`config.mk`:
```
export PLATFORM = sky130hd
export DESIGN_NAME = rlts_sequencer
export DESIGN_NICKNAME = d
export VERILOG_FILES = /design/src/rtl/rlts_sequencer.v /design/src/rtl/rlts_timer.v /design/src/rtl/rlts_sync.v
export VERILOG_INCLUDE_DIRS = /design/src /design/src/rtl
export SDC_FILE = /design/constraint.sdc
export NUM_CORES = 1
export LEC_CHECK = 0
export CAP_MARGIN = 20
export CELL_PAD_IN_SITES_DETAIL_PLACEMENT = 0
export CELL_PAD_IN_SITES_GLOBAL_PLACEMENT = 2
export CORE_ASPECT_RATIO = 2
export CORE_UTILIZATION = 37
export CTS_BUF_LIST = sky130_fd_sc_hd__clkbuf_8
export CTS_CLUSTER_SIZE = 20
export DETAILED_ROUTE_END_ITERATION = 8
export DONT_BUFFER_PORTS = 1
export GPL_TIMING_DRIVEN = 1
export PLACE_DENSITY = 0.77
export SLEW_MARGIN = 15
export SYNTH_ARGS = -nofsm -noshare
export SYNTH_HDL_FRONTEND = slang
export SYNTH_SLANG_ARGS = --single-unit
export TNS_END_PERCENT = 50
```
`constraint.sdc`:
```
create_clock -name i_core_clk -period 3.3 [get_ports i_core_clk]
set_input_delay 0.33 -clock i_core_clk [delete_from_list [all_inputs] [get_ports i_core_clk]]
set_output_delay 0.33 -clock i_core_clk [all_outputs]
set_load 0.05 [all_outputs]
```
`src/rtl/rlts_consts.vh`:
```
// Constants for the radio link transaction sequencer
`ifndef RLTS_CONSTS_VH
`define RLTS_CONSTS_VH

// -----------------------------------------------------------------------------
// Register offsets
// -----------------------------------------------------------------------------
`define RLTS_ADDR_CTRL      4'h0
`define RLTS_ADDR_CFG       4'h1
`define RLTS_ADDR_STATUS    4'h2
`define RLTS_ADDR_MASK      4'h3
`define RLTS_ADDR_RETRY     4'h4
`define RLTS_ADDR_STATE     4'h5
`define RLTS_ADDR_TXLEN     4'h6

// -----------------------------------------------------------------------------
// Field positions
// -----------------------------------------------------------------------------
`define RLTS_CTRL_ACTIVATE  0
`define RLTS_CTRL_FLUSH     1
`define RLTS_CTRL_LOAD      2
`define RLTS_CTRL_ACKLOAD   3
`define RLTS_CFG_PRIM_RX    0
`define RLTS_CFG_NO_ACK     1
`define RLTS_ST_RX_DATA_READY_FLAG       0
`define RLTS_ST_TX_DATA_SENT_FLAG       1
`define RLTS_ST_RETRY       2

// -----------------------------------------------------------------------------
// Reset values
// -----------------------------------------------------------------------------
`define RLTS_CFG_RST        8'h00
`define RLTS_MASK_RST       3'h7
`define RLTS_RETRY_RST      8'h03
`define RLTS_TXLEN_RST      8'h20

// -----------------------------------------------------------------------------
// Timing
// -----------------------------------------------------------------------------
`define RLTS_CLK_MHZ        50
`define RLTS_SETTLE_US      130
`define RLTS_SETTLE_CYC     20'h0_1964
`define RLTS_ACK_WAIT_US    250
`define RLTS_ACK_WAIT_CYC   20'h0_30D4
`define RLTS_DELAY_STEP_US  250
`define RLTS_DELAY_STEP_CYC 20'h0_30D4
`define RLTS_BIT_CYC        20'h0_0032

`endif

```
`src/rtl/rlts_sequencer.v`:
```
// Radio link transaction sequencer: transmit and receive sequencing
`timescale 1ns/100ps
`include "rlts_consts.vh"
module rlts_sequencer (
    // Clock and reset
    input  wire        i_core_clk,
    input  wire        i_rst_n,
    // Register port
    input  wire [3:0]  i_addr,
    input  wire [7:0]  i_wdata,
    input  wire        i_wr,
    input  wire        i_rd,
    output reg  [7:0]  o_rdata,
    // Air link, receive side indications
    input  wire        i_addr_match,
    input  wire        i_pkt_done,
    input  wire        i_pkt_has_pay,
    input  wire [1:0]  i_pkt_id,
    // Air link, transmit side and receive enable
    output reg         o_tx_on,
    output reg         o_rx_on,
    output reg         o_tx_is_ack,
    output reg  [1:0]  o_tx_pkt_id,
    output reg         o_tx_pay_en,
    // Interrupt
    output wire        o_radio_interrupt
);
    // -------------------------------------------------------------------------
    // States
    // -------------------------------------------------------------------------
    localparam S_IDLE   = 3'd0;
    localparam S_SETTLE = 3'd1;
    localparam S_TX     = 3'd2;
    localparam S_ACKW   = 3'd3;
    localparam S_ACKRX  = 3'd4;
    localparam S_DELAY  = 3'd5;
    localparam S_PRX    = 3'd6;
    localparam S_PRXACK = 3'd7;

    // -------------------------------------------------------------------------
    // Link input synchroniser
    // -------------------------------------------------------------------------
    wire [4:0] lnk_s;
    wire       lnk_match;
    wire       lnk_done;
    wire       lnk_pay;
    wire [1:0] lnk_id;
    reg        match_d_r;
    reg        done_d_r;
    wire       match_rise;
    wire       done_rise;

    rlts_sync #(.W(5)) u_sync (
        .i_core_clk (i_core_clk),
        .i_rst_n    (i_rst_n),
        .i_async    ({i_addr_match, i_pkt_done, i_pkt_has_pay, i_pkt_id}),
        .o_sync     (lnk_s)
    );
    assign lnk_match  = lnk_s[4];
    assign lnk_done   = lnk_s[3];
    assign lnk_pay    = lnk_s[2];
    assign lnk_id     = lnk_s[1:0];
    assign match_rise = lnk_match & ~match_d_r;
    assign done_rise  = lnk_done & ~done_d_r;

    // -------------------------------------------------------------------------
    // Registers
    // -------------------------------------------------------------------------
    reg        activate_r;
    reg  [7:0] cfg_r;
    reg  [2:0] status_r;
    reg  [2:0] status_nxt;
    reg  [2:0] mask_r;
    reg  [3:0] retry_limit_r;
    reg  [3:0] retry_delay_r;
    reg  [3:0] retry_count_r;
    reg  [7:0] txlen_r;
    reg        tx_queued_r;
    reg        ack_pay_r;
    reg        ack_pay_sent_r;
    reg  [1:0] tx_id_r;
    reg  [1:0] last_id_r;
    reg        last_valid_r;
    reg  [2:0] state_r;
    reg        act_d_r;
    reg        ack_send_r;
    reg        tmr_load;
    reg [19:0] tmr_count;
    wire       tmr_done;
    wire       act_rise;
    wire       prim_rx;
    wire       no_ack;

    assign prim_rx  = cfg_r[`RLTS_CFG_PRIM_RX];
    assign no_ack   = cfg_r[`RLTS_CFG_NO_ACK];
    assign act_rise = activate_r & ~act_d_r;

    function wr_hit;
        input [3:0] a;
        begin
            wr_hit = i_wr && (i_addr == a);
        end
    endfunction

    rlts_timer u_timer (
        .i_core_clk (i_core_clk),
        .i_rst_n    (i_rst_n),
        .i_load     (tmr_load),
        .i_count    (tmr_count),
        .o_busy     (),
        .o_done     (tmr_done)
    );

    // -------------------------------------------------------------------------
    // Sequencer
    // -------------------------------------------------------------------------
    reg  [2:0] ev;
    reg        ev_drop;

    always @* begin
        ev        = 3'b000;
        tmr_load  = 1'b0;
        tmr_count = 20'h0_0000;
        ev_drop   = 1'b0;
        case (state_r)
            S_IDLE: begin
                // Settling starts on the rising edge of activate
                if (!prim_rx && act_rise && tx_queued_r) begin
                    tmr_load  = 1'b1;
                    tmr_count = `RLTS_SETTLE_CYC;
                end
            end
            S_SETTLE: begin
                if (tmr_done) begin
                    tmr_load  = 1'b1;
                    tmr_count = {4'h0, txlen_r, 3'b000} * `RLTS_BIT_CYC;
                end
            end
            S_TX: begin
                if (tmr_done && !no_ack) begin
                    tmr_load  = 1'b1;
                    tmr_count = `RLTS_ACK_WAIT_CYC;
                end else if (tmr_done) begin
                    ev[`RLTS_ST_TX_DATA_SENT_FLAG] = 1'b1;
                end
            end
            S_ACKW: begin
                if (tmr_done && !match_rise && !lnk_match) begin
                    if (retry_count_r >= retry_limit_r) begin
                        ev[`RLTS_ST_RETRY] = 1'b1;
                    end else begin
                        tmr_load  = 1'b1;
                        tmr_count = {15'h0000, {1'b0, retry_delay_r} + 5'h01}
                                    * `RLTS_DELAY_STEP_CYC;
                    end
                end
            end
            S_ACKRX: begin
                if (done_rise) begin
                    ev[`RLTS_ST_TX_DATA_SENT_FLAG] = 1'b1;
                    ev[`RLTS_ST_RX_DATA_READY_FLAG] = lnk_pay;
                end
            end
            S_DELAY: begin
                if (tmr_done) begin
                    tmr_load  = 1'b1;
                    tmr_count = `RLTS_SETTLE_CYC;
                end
            end
            S_PRX: begin
                if (done_rise) begin
                    if (last_valid_r && lnk_id == last_id_r) begin
                        ev_drop = 1'b1;
                    end else begin
                        ev[`RLTS_ST_RX_DATA_READY_FLAG] = 1'b1;
                        ev[`RLTS_ST_TX_DATA_SENT_FLAG] = ack_pay_sent_r;
                    end
                    tmr_load  = 1'b1;
                    tmr_count = `RLTS_SETTLE_CYC;
                end
            end
            S_PRXACK: begin
                if (tmr_done && !ack_send_r) begin
                    tmr_load  = 1'b1;
                    tmr_count = 20'h0_0800;
                end
            end
            default: ev = 3'b000;
        endcase
    end

    always @(posedge i_core_clk) begin
        if (!i_rst_n) begin
            state_r        <= S_IDLE;
            retry_count_r  <= 4'h0;
            last_id_r      <= 2'b00;
            last_valid_r   <= 1'b0;
            ack_pay_sent_r <= 1'b0;
            tx_id_r        <= 2'b00;
            match_d_r      <= 1'b0;
            done_d_r       <= 1'b0;
            act_d_r        <= 1'b0;
            ack_send_r     <= 1'b0;
        end else begin
            match_d_r <= lnk_match;
            done_d_r  <= lnk_done;
            act_d_r   <= activate_r;
            ack_send_r <= (state_r == S_PRXACK) && (ack_send_r ? !tmr_done : tmr_load);
            case (state_r)
                S_IDLE: begin
                    if (prim_rx && activate_r) begin
                        state_r <= S_PRX;
                    end else if (tmr_load) begin
                        retry_count_r <= 4'h0;
                        state_r       <= S_SETTLE;
                    end
                end
                S_SETTLE: if (tmr_done) state_r <= S_TX;
                S_TX: begin
                    if (tmr_done) begin
                        state_r <= no_ack ? S_IDLE : S_ACKW;
                        if (no_ack) tx_id_r <= tx_id_r + 2'b01;
                    end
                end
                S_ACKW: begin
                    if (match_rise || lnk_match) begin
                        state_r <= S_ACKRX;
                    end else if (tmr_done) begin
                        state_r <= tmr_load ? S_DELAY : S_IDLE;
                    end
                end
                S_ACKRX: begin
                    if (done_rise) begin
                        state_r <= S_IDLE;
                        tx_id_r <= tx_id_r + 2'b01;
                    end
                end
                S_DELAY: begin
                    if (tmr_done) begin
                        retry_count_r <= retry_count_r + 4'h1;
                        state_r       <= S_SETTLE;
                    end
                end
                S_PRX: begin
                    if (!activate_r || !prim_rx) begin
                        state_r <= S_IDLE;
                    end else if (done_rise) begin
                        if (!ev_drop) begin
                            last_id_r      <= lnk_id;
                            last_valid_r   <= 1'b1;
                            ack_pay_sent_r <= 1'b0;
                        end
                        state_r <= S_PRXACK;
                    end
                end
                S_PRXACK: begin
                    if (tmr_done && ack_send_r) begin
                        state_r <= S_PRX;
                        if (ack_pay_r) ack_pay_sent_r <= 1'b1;
                    end
                end
                default: state_r <= S_IDLE;
            endcase
        end
    end

    // -------------------------------------------------------------------------
    // Register file and sticky flags
    // -------------------------------------------------------------------------
    always @* begin
        // Set wins over a same-cycle clear
        status_nxt = status_r;
        if (wr_hit(`RLTS_ADDR_STATUS)) status_nxt = status_r & ~i_wdata[2:0];
        status_nxt = status_nxt | ev;
    end

    always @(posedge i_core_clk) begin
        if (!i_rst_n) begin
            activate_r    <= 1'b0;
            cfg_r         <= `RLTS_CFG_RST;
            status_r      <= 3'b000;
            mask_r        <= `RLTS_MASK_RST;
            {retry_delay_r, retry_limit_r} <= `RLTS_RETRY_RST;
            txlen_r       <= `RLTS_TXLEN_RST;
            tx_queued_r   <= 1'b0;
            ack_pay_r     <= 1'b0;
            o_rdata       <= 8'h00;
        end else begin
            status_r <= status_nxt;
            if (wr_hit(`RLTS_ADDR_CTRL)) begin
                activate_r <= i_wdata[`RLTS_CTRL_ACTIVATE];
                if (i_wdata[`RLTS_CTRL_LOAD]) tx_queued_r <= 1'b1;
                if (i_wdata[`RLTS_CTRL_ACKLOAD]) ack_pay_r <= 1'b1;
            end
            // Acked packet leaves the queue; retry limit keeps it
            if (ev[`RLTS_ST_TX_DATA_SENT_FLAG] && !prim_rx) tx_queued_r <= 1'b0;
            if (state_r == S_PRXACK && tmr_done && ack_send_r) begin
                ack_pay_r <= 1'b0;
            end
            if (wr_hit(`RLTS_ADDR_CTRL) && i_wdata[`RLTS_CTRL_FLUSH]) begin
                tx_queued_r <= 1'b0;
                ack_pay_r   <= 1'b0;
            end
            if (wr_hit(`RLTS_ADDR_CFG)) cfg_r <= i_wdata;
            if (wr_hit(`RLTS_ADDR_MASK)) mask_r <= i_wdata[2:0];
            if (wr_hit(`RLTS_ADDR_RETRY)) begin
                retry_limit_r <= i_wdata[3:0];
                retry_delay_r <= i_wdata[7:4];
            end
            if (wr_hit(`RLTS_ADDR_TXLEN)) txlen_r <= i_wdata;
            o_rdata <= 8'h00;
            if (i_rd) begin
                case (i_addr)
                    `RLTS_ADDR_CTRL:   o_rdata <= {5'h00, ack_pay_r, tx_queued_r, activate_r};
                    `RLTS_ADDR_CFG:    o_rdata <= cfg_r;
                    `RLTS_ADDR_STATUS: o_rdata <= {5'h00, status_r};
                    `RLTS_ADDR_MASK:   o_rdata <= {5'h00, mask_r};
                    `RLTS_ADDR_RETRY:  o_rdata <= {retry_delay_r, retry_limit_r};
                    `RLTS_ADDR_STATE:  o_rdata <= {1'b0, state_r, retry_count_r};
                    `RLTS_ADDR_TXLEN:  o_rdata <= txlen_r;
                    default:           o_rdata <= 8'h00;
                endcase
            end
        end
    end

    // -------------------------------------------------------------------------
    // Air link outputs
    // -------------------------------------------------------------------------
    always @(posedge i_core_clk) begin
        if (!i_rst_n) begin
            o_tx_on     <= 1'b0;
            o_rx_on     <= 1'b0;
            o_tx_is_ack <= 1'b0;
            o_tx_pkt_id <= 2'b00;
            o_tx_pay_en <= 1'b0;
        end else begin
            o_tx_on     <= ((state_r == S_TX) || ack_send_r) && !tmr_done;
            o_rx_on     <= (state_r == S_ACKW) || (state_r == S_ACKRX) ||
                           (state_r == S_PRX);
            o_tx_is_ack <= (state_r == S_PRXACK);
            o_tx_pkt_id <= tx_id_r;
            o_tx_pay_en <= (state_r == S_PRXACK) && ack_pay_r;
        end
    end

    // Level interrupt, masked bits ignored
    assign o_radio_interrupt = |(status_r & mask_r);
endmodule

```
`src/rtl/rlts_timer.v`:
```
// Down counter timer with load and expiry pulse
`timescale 1ns/100ps
module rlts_timer (
    // Clock and reset
    input  wire        i_core_clk,
    input  wire        i_rst_n,
    // Control
    input  wire        i_load,
    input  wire [19:0] i_count,
    // Status
    output wire        o_busy,
    output wire        o_done
);
    reg [19:0] cnt_r;
    reg        done_r;

    always @(posedge i_core_clk) begin
        if (!i_rst_n) begin
            cnt_r  <= 20'h0_0000;
            done_r <= 1'b0;
        end else if (i_load) begin
            cnt_r  <= i_count;
            done_r <= 1'b0;
        end else begin
            done_r <= (cnt_r == 20'h0_0001);
            if (cnt_r != 20'h0_0000) begin
                cnt_r <= cnt_r - 20'h0_0001;
            end
        end
    end

    assign o_busy = (cnt_r != 20'h0_0000);
    assign o_done = done_r;
endmodule

```
`src/rtl/rlts_sync.v`:
```
// Two flip-flop synchroniser for the link inputs
`timescale 1ns/100ps
module rlts_sync #(
    parameter W = 4
) (
    // Clock and reset
    input  wire         i_core_clk,
    input  wire         i_rst_n,
    // Data
    input  wire [W-1:0] i_async,
    output wire [W-1:0] o_sync
);
    reg [W-1:0] s1_r;
    reg [W-1:0] s2_r;

    always @(posedge i_core_clk) begin
        if (!i_rst_n) begin
            s1_r <= {W{1'b0}};
            s2_r <= {W{1'b0}};
        end else begin
            s1_r <= i_async;
            s2_r <= s1_r;
        end
    end

    assign o_sync = s2_r;
endmodule

```
==> flow_summary.yaml, run 1 <==
status:
  run_status: "completed"
die:
  core_region_area_sq_um: 16300
  chipWidth_microns: 93.2
  io_pins: 36
  die_h_microns: 184
  placementRows: 66
  die_area_sq_um: 17200
  initial_core_util_pct: 37.9
critical_path:
  cp-start-kind: "flop"
  cp_max_fo: 4
  reg2reg_launch_point: "retry_delay_r[0]"
  timing.critical_path.to_type: "flop"
  signal_arrival_time_at_the_worst_endpoint_ns: 3.48
  setup.worst_path.class: "flop to flop"
  cp-startpoint: "retry_delay_r[0]"
  cp.required_ns: 3.58
  reg2reg_depth: 14
min_path:
  hold_class: "primary input to flop"
  min_path_cells: 2
  hp-start: "i_rst_n"
cts:
  cts_max_level: 3
  max-clock-path-buffers: 2
  cts.sink_count: 94
  clock-root-buffer: "sky130_fd_sc_hd__clkbuf_8"
  setup_buffers_after_cts: 0
  clkSlewWorstSetupHoldPaths_ns: 0.10
  clock_tree_from_tritoncts: "built"
  tritoncts.num_buffers: 9
  clk_latency_ns: 0.38
final_layout:
  drive_above_1_share_pct: 13.0
  final_net_count: 821
  antenna-diode-count: 0
  layout_common_cells: "sky130_fd_sc_hd__dfxtp_1 (89), sky130_fd_sc_hd__nand2_1 (69), sky130_fd_sc_hd__ha_1 (61)"
  area.growth.synth_to_final_pct: 11.6
  nFillCells: 1657
  fin_util_pct: 42.3
  leading_cell_type_in_the_layout_fill_and_taps_excluded: "sky130_fd_sc_hd__dfxtp_1"
routing:
  drtPass1Iterations: 6
  post-route-drc-count: 0
  drt-total-wl_microns: 17900
  viasPerCell: 5.56
  num_vias: 5212
  initialDrtViolationCount: 213
  antenna_violating_nets_post_route: 0
  drt-wirelength-per-cell_microns: 19.1
timing:
  period_share_pct: 97.2
  worst_pin_slew_ns: 0.862
  period_needed_ns: 3.21
  slew_headroom_pct: 42.2
  finalHoldViolCount: 0
  timing.final.setup_violations: 0
  maxClockFrequency_mhz: 312
  fin_worst_skew_ns: 0.0142
  worst_slack_ns: 0.0910
  rsz0062_at_grt: "yes"
  fin_worst_hold_slack_ns: 0.0590
  timing.final.max_slew_violations: 0
power:
  internal_power_uw: 2230
  p_switching_uw: 1410
  power_switching_share_pct: 38.7
  power_density_nw_per_um2: 530
  peakVddDrop_mv: 0.242
  seqPwrFrac_pct: 40.8
  combinationalPowerShare_pct: 36.8
  total_leakage_power_uw: 0.00298
  pwr-share-clk_pct: 22.4
synthesis:
  synth_async_sr_flop_share_pct: 0
  synth_enable_flop_cells: 0
  synth.avg_cell_area_sq_um: 8.60
  synth.cell_area_sq_um: 6160
  yosysSeqAreaShare_pct: 30.5
  ys_types: 78
  mapped_cells: 716
  synth.ff_latch_count: 94
  synthFlopType: "sky130_fd_sc_hd__dfxtp_1"
  synth_warnings: 0
  synth.net_count: 809
global_routing:
  grt-ovfl-total: 0
  grt_antenna_before_repair: 0
  groute.usage.overall_pct: 22.0
  pin_count_of_the_biggest_net_entering_global_routing: 40
  number_of_global_route_vias_before_repair: 5427
  wire_length_of_the_first_global_routing_pass_microns: 28500
run:
  maximum_capacitance_violations: 0
placement:
  post-place-ws_ns: -0.0463
  buffer_ports.inserted: 0
  detailedPlacementHpwl_microns: 13900
  routabilityCongestion: 0.861
-- logic make-up after synthesis --
| family | share of synthesized area, % |
|---|---|
| fa+ha+maj | 15.1 |
| buf+inv | 4.41 |
| simple gates | 23.7 |
| flops | 30.5 |
| xor+xnor | 6.11 |
| mux | 4.14 |
| compound gates | 16.0 |
-- per-layer routing --
metal	share of wire [%]	up-vias	routed length, microns	global-route usage [%]
li1	-	2576	-	-
met1	37	2504	6540	21.1
met2	56	93	10100	43.6
met3	2.3	39	414	2.97
met4	4.6	0	818	11.6
met5	0	-	0	0
-- critical path, cell delays in order (launching register included) --
cell                       delay [ns]
sky130_fd_sc_hd__dfxtp_2         0.35
sky130_fd_sc_hd__ha_4            0.18
sky130_fd_sc_hd__and3_4          0.20
sky130_fd_sc_hd__ha_1            0.22
sky130_fd_sc_hd__xor2_1          0.17
sky130_fd_sc_hd__ha_1            0.17
sky130_fd_sc_hd__a21o_1          0.15
sky130_fd_sc_hd__ha_1            0.28
sky130_fd_sc_hd__ha_2            0.31
sky130_fd_sc_hd__o211ai_1        0.21
sky130_fd_sc_hd__nor2_1          0.07
sky130_fd_sc_hd__o221a_2         0.29
sky130_fd_sc_hd__o31ai_4         0.23
sky130_fd_sc_hd__xor2_1          0.18
sky130_fd_sc_hd__o32ai_1         0.11
-- metrics by stage --
step	TNS, ns	area, sq um	power (uW)	instances
floorplan	0	6180	2560	716
global route	-0.0687	6880	3890	937
global placement	-0.0194	6510	2850	920
detailed placement	-0.0778	6510	2850	920
finish	0	6880	3640	937
CTS	0	6740	3680	937
-- what timing repair did --
action | CTS | global route
gates resized for setup | 5 | 22
endpoints found under the setup margin | 4 | 8
hold buffers | 1 | 0
endpoints found under the hold margin | 6 | 0
pin swaps | 0 | 2
-- Yosys cell counts (8+ instances only) --
master	number	area, sq um
sky130_fd_sc_hd__dfxtp_1	94	1880
sky130_fd_sc_hd__nand2_1	69	259
sky130_fd_sc_hd__ha_1	68	851
sky130_fd_sc_hd__nor2_1	59	221
sky130_fd_sc_hd__a21oi_1	51	255
sky130_fd_sc_hd__inv_1	37	139
sky130_fd_sc_hd__nand3_1	33	165
sky130_fd_sc_hd__xor2_1	22	193
sky130_fd_sc_hd__mux2i_1	21	210
sky130_fd_sc_hd__xnor2_1	21	184
sky130_fd_sc_hd__nor3_1	20	100
sky130_fd_sc_hd__and2_1	19	119
sky130_fd_sc_hd__clkbuf_1	15	56.3
sky130_fd_sc_hd__o21ai_0	14	70.1
sky130_fd_sc_hd__a31oi_1	12	75.1
sky130_fd_sc_hd__a22oi_1	11	82.6
sky130_fd_sc_hd__nand2b_1	10	62.6
sky130_fd_sc_hd__nor2b_1	9	56.3
sky130_fd_sc_hd__o21a_1	8	60.1
-- final timing paths --
path / slack, ns / end
max: 0.09 / u_timer.cnt_r[17]
min: 0.06 / ack_pay_sent_r
max reg2reg: 0.09 / u_timer.cnt_r[17]
min reg2reg: 0.44 / u_sync.o_sync[4]
-- power groups by stage --
stage	registers (uW)	logic (uW)	clock network, uW
6_report	1490	1340	814
5_1_grt	1510	1500	883
4_1_cts	1490	1350	843
3_5_place_dp	1510	1340	0
3_3_place_gp	1510	1340	0
2_1_floorplan	1420	1140	0
-- final cells by class --
type	instances	area, sq um	area share, %
Tap cell	204	255	3.71
Inverter	37	139	2.02
Clock inverter	7	78.8	1.15
Sequential cell	94	1890	27.5
Clock buffer	9	124	1.80
Multi-Input combinational cell	557	4170	60.6
Timing Repair Buffer	29	224	3.26
-- registers in the layout (all words and copies together) (netlist names), 4 cells and up --
name,count
retry_limit_r,4
u_sync.s1_r,5
retry_count_r,4
o_rdata,8
u_sync.o_sync,5
retry_delay_r,4
cfg_r,8
u_timer.cnt_r,20
txlen_r,8
Note: power is estimated with default switching activity, not from simulation.
==> run 2: changes to the inputs <==
--- a/config.mk
+++ b/config.mk
@@ -10,13 +10,13 @@
 export CELL_PAD_IN_SITES_DETAIL_PLACEMENT = 0
 export CELL_PAD_IN_SITES_GLOBAL_PLACEMENT = 2
 export CORE_ASPECT_RATIO = 2
-export CORE_UTILIZATION = 37
+export CORE_UTILIZATION = 41
 export CTS_BUF_LIST = sky130_fd_sc_hd__clkbuf_8
 export CTS_CLUSTER_SIZE = 20
 export DETAILED_ROUTE_END_ITERATION = 8
 export DONT_BUFFER_PORTS = 1
 export GPL_TIMING_DRIVEN = 1
-export PLACE_DENSITY = 0.77
+export PLACE_DENSITY = 0.81
 export SLEW_MARGIN = 15
 export SYNTH_ARGS = -nofsm -noshare
 export SYNTH_HDL_FRONTEND = slang
==> constraint.sdc (replaced) <==
create_clock -name i_core_clk -period 3.32 [get_ports i_core_clk]
set_input_delay 0.332 -clock i_core_clk [delete_from_list [all_inputs] [get_ports i_core_clk]]
set_output_delay 0.332 -clock i_core_clk [all_outputs]
set_load 0.05 [all_outputs]
==> run 2 against run 1 <==
Cell area fell by 0.38%. Global-route usage increased by 1.7 points. Clock skew is 0.0053 ns lower. Critical path type unchanged.
==> flow_summary.yaml, run 2 (synthesis results as in run 1) <==
die:
  chipWidth_microns: 88.7
  die_h_microns: 175
  initial_core_util_pct: 41.8
  placementRows: 63
  die_area_sq_um: 15600
  core_region_area_sq_um: 14700
  io_pins: 36
final_layout:
  nFillCells: 1518
  largest_register_ffs: 20
  final_net_count: 819
  top_reg_by_flops: "u_timer.cnt_r"
  leading_cell_type_in_the_layout_fill_and_taps_excluded: "sky130_fd_sc_hd__dfxtp_1"
  layout_common_cells: "sky130_fd_sc_hd__dfxtp_1 (91), sky130_fd_sc_hd__nand2_1 (69), sky130_fd_sc_hd__ha_1 (63)"
  antenna-diode-count: 0
  regArea_sq_um: 1890
  drive_above_1_share_pct: 12.3
  area.growth.synth_to_final_pct: 11.2
  multi_input_comb_area_sq_um: 4160
global_routing:
  grt-ovfl-total: 0
  number_of_global_route_vias_before_repair: 5202
  wire_length_of_the_first_global_routing_pass_microns: 27400
  grt_antenna_before_repair: 0
  pin_count_of_the_biggest_net_entering_global_routing: 41
  groute.usage.overall_pct: 23.7
routing:
  drt-total-wl_microns: 17400
  post-route-drc-count: 0
  route.met3.wl_microns: 517
  routed-wl-met2_microns: 9910
  initialDrtViolationCount: 215
  drtPass1Iterations: 5
  viasPerCell: 5.59
  dr.max_layer_used: "met4"
  drt-wirelength-per-cell_microns: 18.8
  antenna_violating_nets_post_route: 0
  num_vias: 5173
  route.layer.met1.wl_microns: 6180
timing:
  rsz0062_at_grt: "yes"
  slew_headroom_pct: 42.1
  period_share_pct: 96.9
  maxClockFrequency_mhz: 311
  timing.final.max_slew_violations: 0
  fin_worst_hold_slack_ns: 0.0182
  fin_worst_skew_ns: 0.00890
  worst_slack_ns: 0.103
  worst_pin_slew_ns: 0.863
  timing.final.setup_violations: 0
  finalHoldViolCount: 0
  period_needed_ns: 3.22
critical_path:
  timing.critical_path.to_type: "flop"
  setup.worst_path.class: "flop to flop"
  worstPathCellList: "ha_4 -> and3_4 -> ha_1 -> xor2_1 -> ha_1 -> a21o_1 -> ha_1 -> ha_4 -> or3_1 -> o221ai_1 -> a31oi_1 -> xor2_1 -> a22oi_1 -> a21oi_1"
  signal_arrival_time_at_the_worst_endpoint_ns: 3.49
  cp.required_ns: 3.59
  crit_path_slowest_cell: "sky130_fd_sc_hd__or3_1"
  cp_max_fo: 5
  reg2reg_depth: 14
  path_common_cell: "sky130_fd_sc_hd__ha_1"
  cp-start-kind: "flop"
  critPathMaxStageDelay_ns: 0.39
min_path:
  min_path_cells: 1
  hold_class: "primary input to flop"
run:
  maximum_capacitance_violations: 0
power:
  total_leakage_power_uw: 0.00297
  fin_total_pwr_uw: 3640
  peakVddDrop_mv: 0.302
  power_density_nw_per_um2: 531
status:
  run_status: "completed"
placement:
  post-place-ws_ns: -0.0448
  routabilityCongestion: 0.864
  buffer_ports.inserted: 0
  detailedPlacementHpwl_microns: 13500
cts:
  cts.sink_count: 94
  cts_max_level: 3
  clock_tree_from_tritoncts: "built"
  tritoncts.num_buffers: 9
  clk_latency_ns: 0.39
  clock-root-buffer: "sky130_fd_sc_hd__clkbuf_8"
  max-clock-path-buffers: 2
  clkSlewWorstSetupHoldPaths_ns: 0.10
-- run 2: worst max-delay path, delay by kind of cell, from the launching register on --
| kind | cells | cell delay [ns] |
|---|---|---|
| compound gates | 5 | 0.74 |
| xor+xnor | 2 | 0.35 |
| fa+ha+maj | 5 | 1.08 |
| flops | 1 | 0.35 |
| simple gates | 2 | 0.58 |
-- run 2: layout make-up --
class,instances,share of cell area (%)
Sequential cell,94,27.5
Inverter,37,2.03
Clock inverter,7,1.32
Multi-Input combinational cell,557,60.8
Tap cell,195,3.56
Timing Repair Buffer,27,3.00
Clock buffer,9,1.81
-- run 2: power by group --
group          leakage, uW  internal (uW)  switching [uW]
combinational      0.00210            603             720
clock             0.000101            365             462
sequential        0.000765           1260             227
total              0.00297           2230            1410
-- run 2: through the flow --
stage | instances | area [sq um] | utilization (%) | TNS [ns]
floorplan | 716 | 6170 | - | 0
global placement | 909 | 6480 | 44.0 | 0
detailed placement | 909 | 6480 | 44.0 | -0.118
CTS | 926 | 6710 | 45.5 | -0.0106
global route | 926 | 6850 | 46.5 | -0.166
finish | 926 | 6850 | 46.5 | 0
-- run 2: metal layers --
metal | vias to the layer above | global-route usage, %
met3 | 33 | 3.62
met1 | 2463 | 23.6
met4 | 0 | 13.3
met5 | - | 0
met2 | 96 | 44.6
li1 | 2581 | -
-- run 2: worst paths after layout --
path,startpoint,endpoint,slack [ns]
worst min-delay path,i_rst_n,retry_limit_r[0],0.02
worst max register to register,retry_delay_r[0],u_timer.cnt_r[16],0.10
worst min register to register,u_sync.s1_r[2],u_sync.o_sync[2],0.44
worst max-delay path,retry_delay_r[0],u_timer.cnt_r[16],0.10
-- run 2: what timing repair did --
action / 4_1_cts / 5_1_grt
pin swaps: 0 / 7
endpoints found under the hold margin: 5 / 0
resized for setup: 2 / 23
endpoints found under the setup margin: 4 / 9
hold buffers: 1 / 0
buffers inserted: 0 / 0
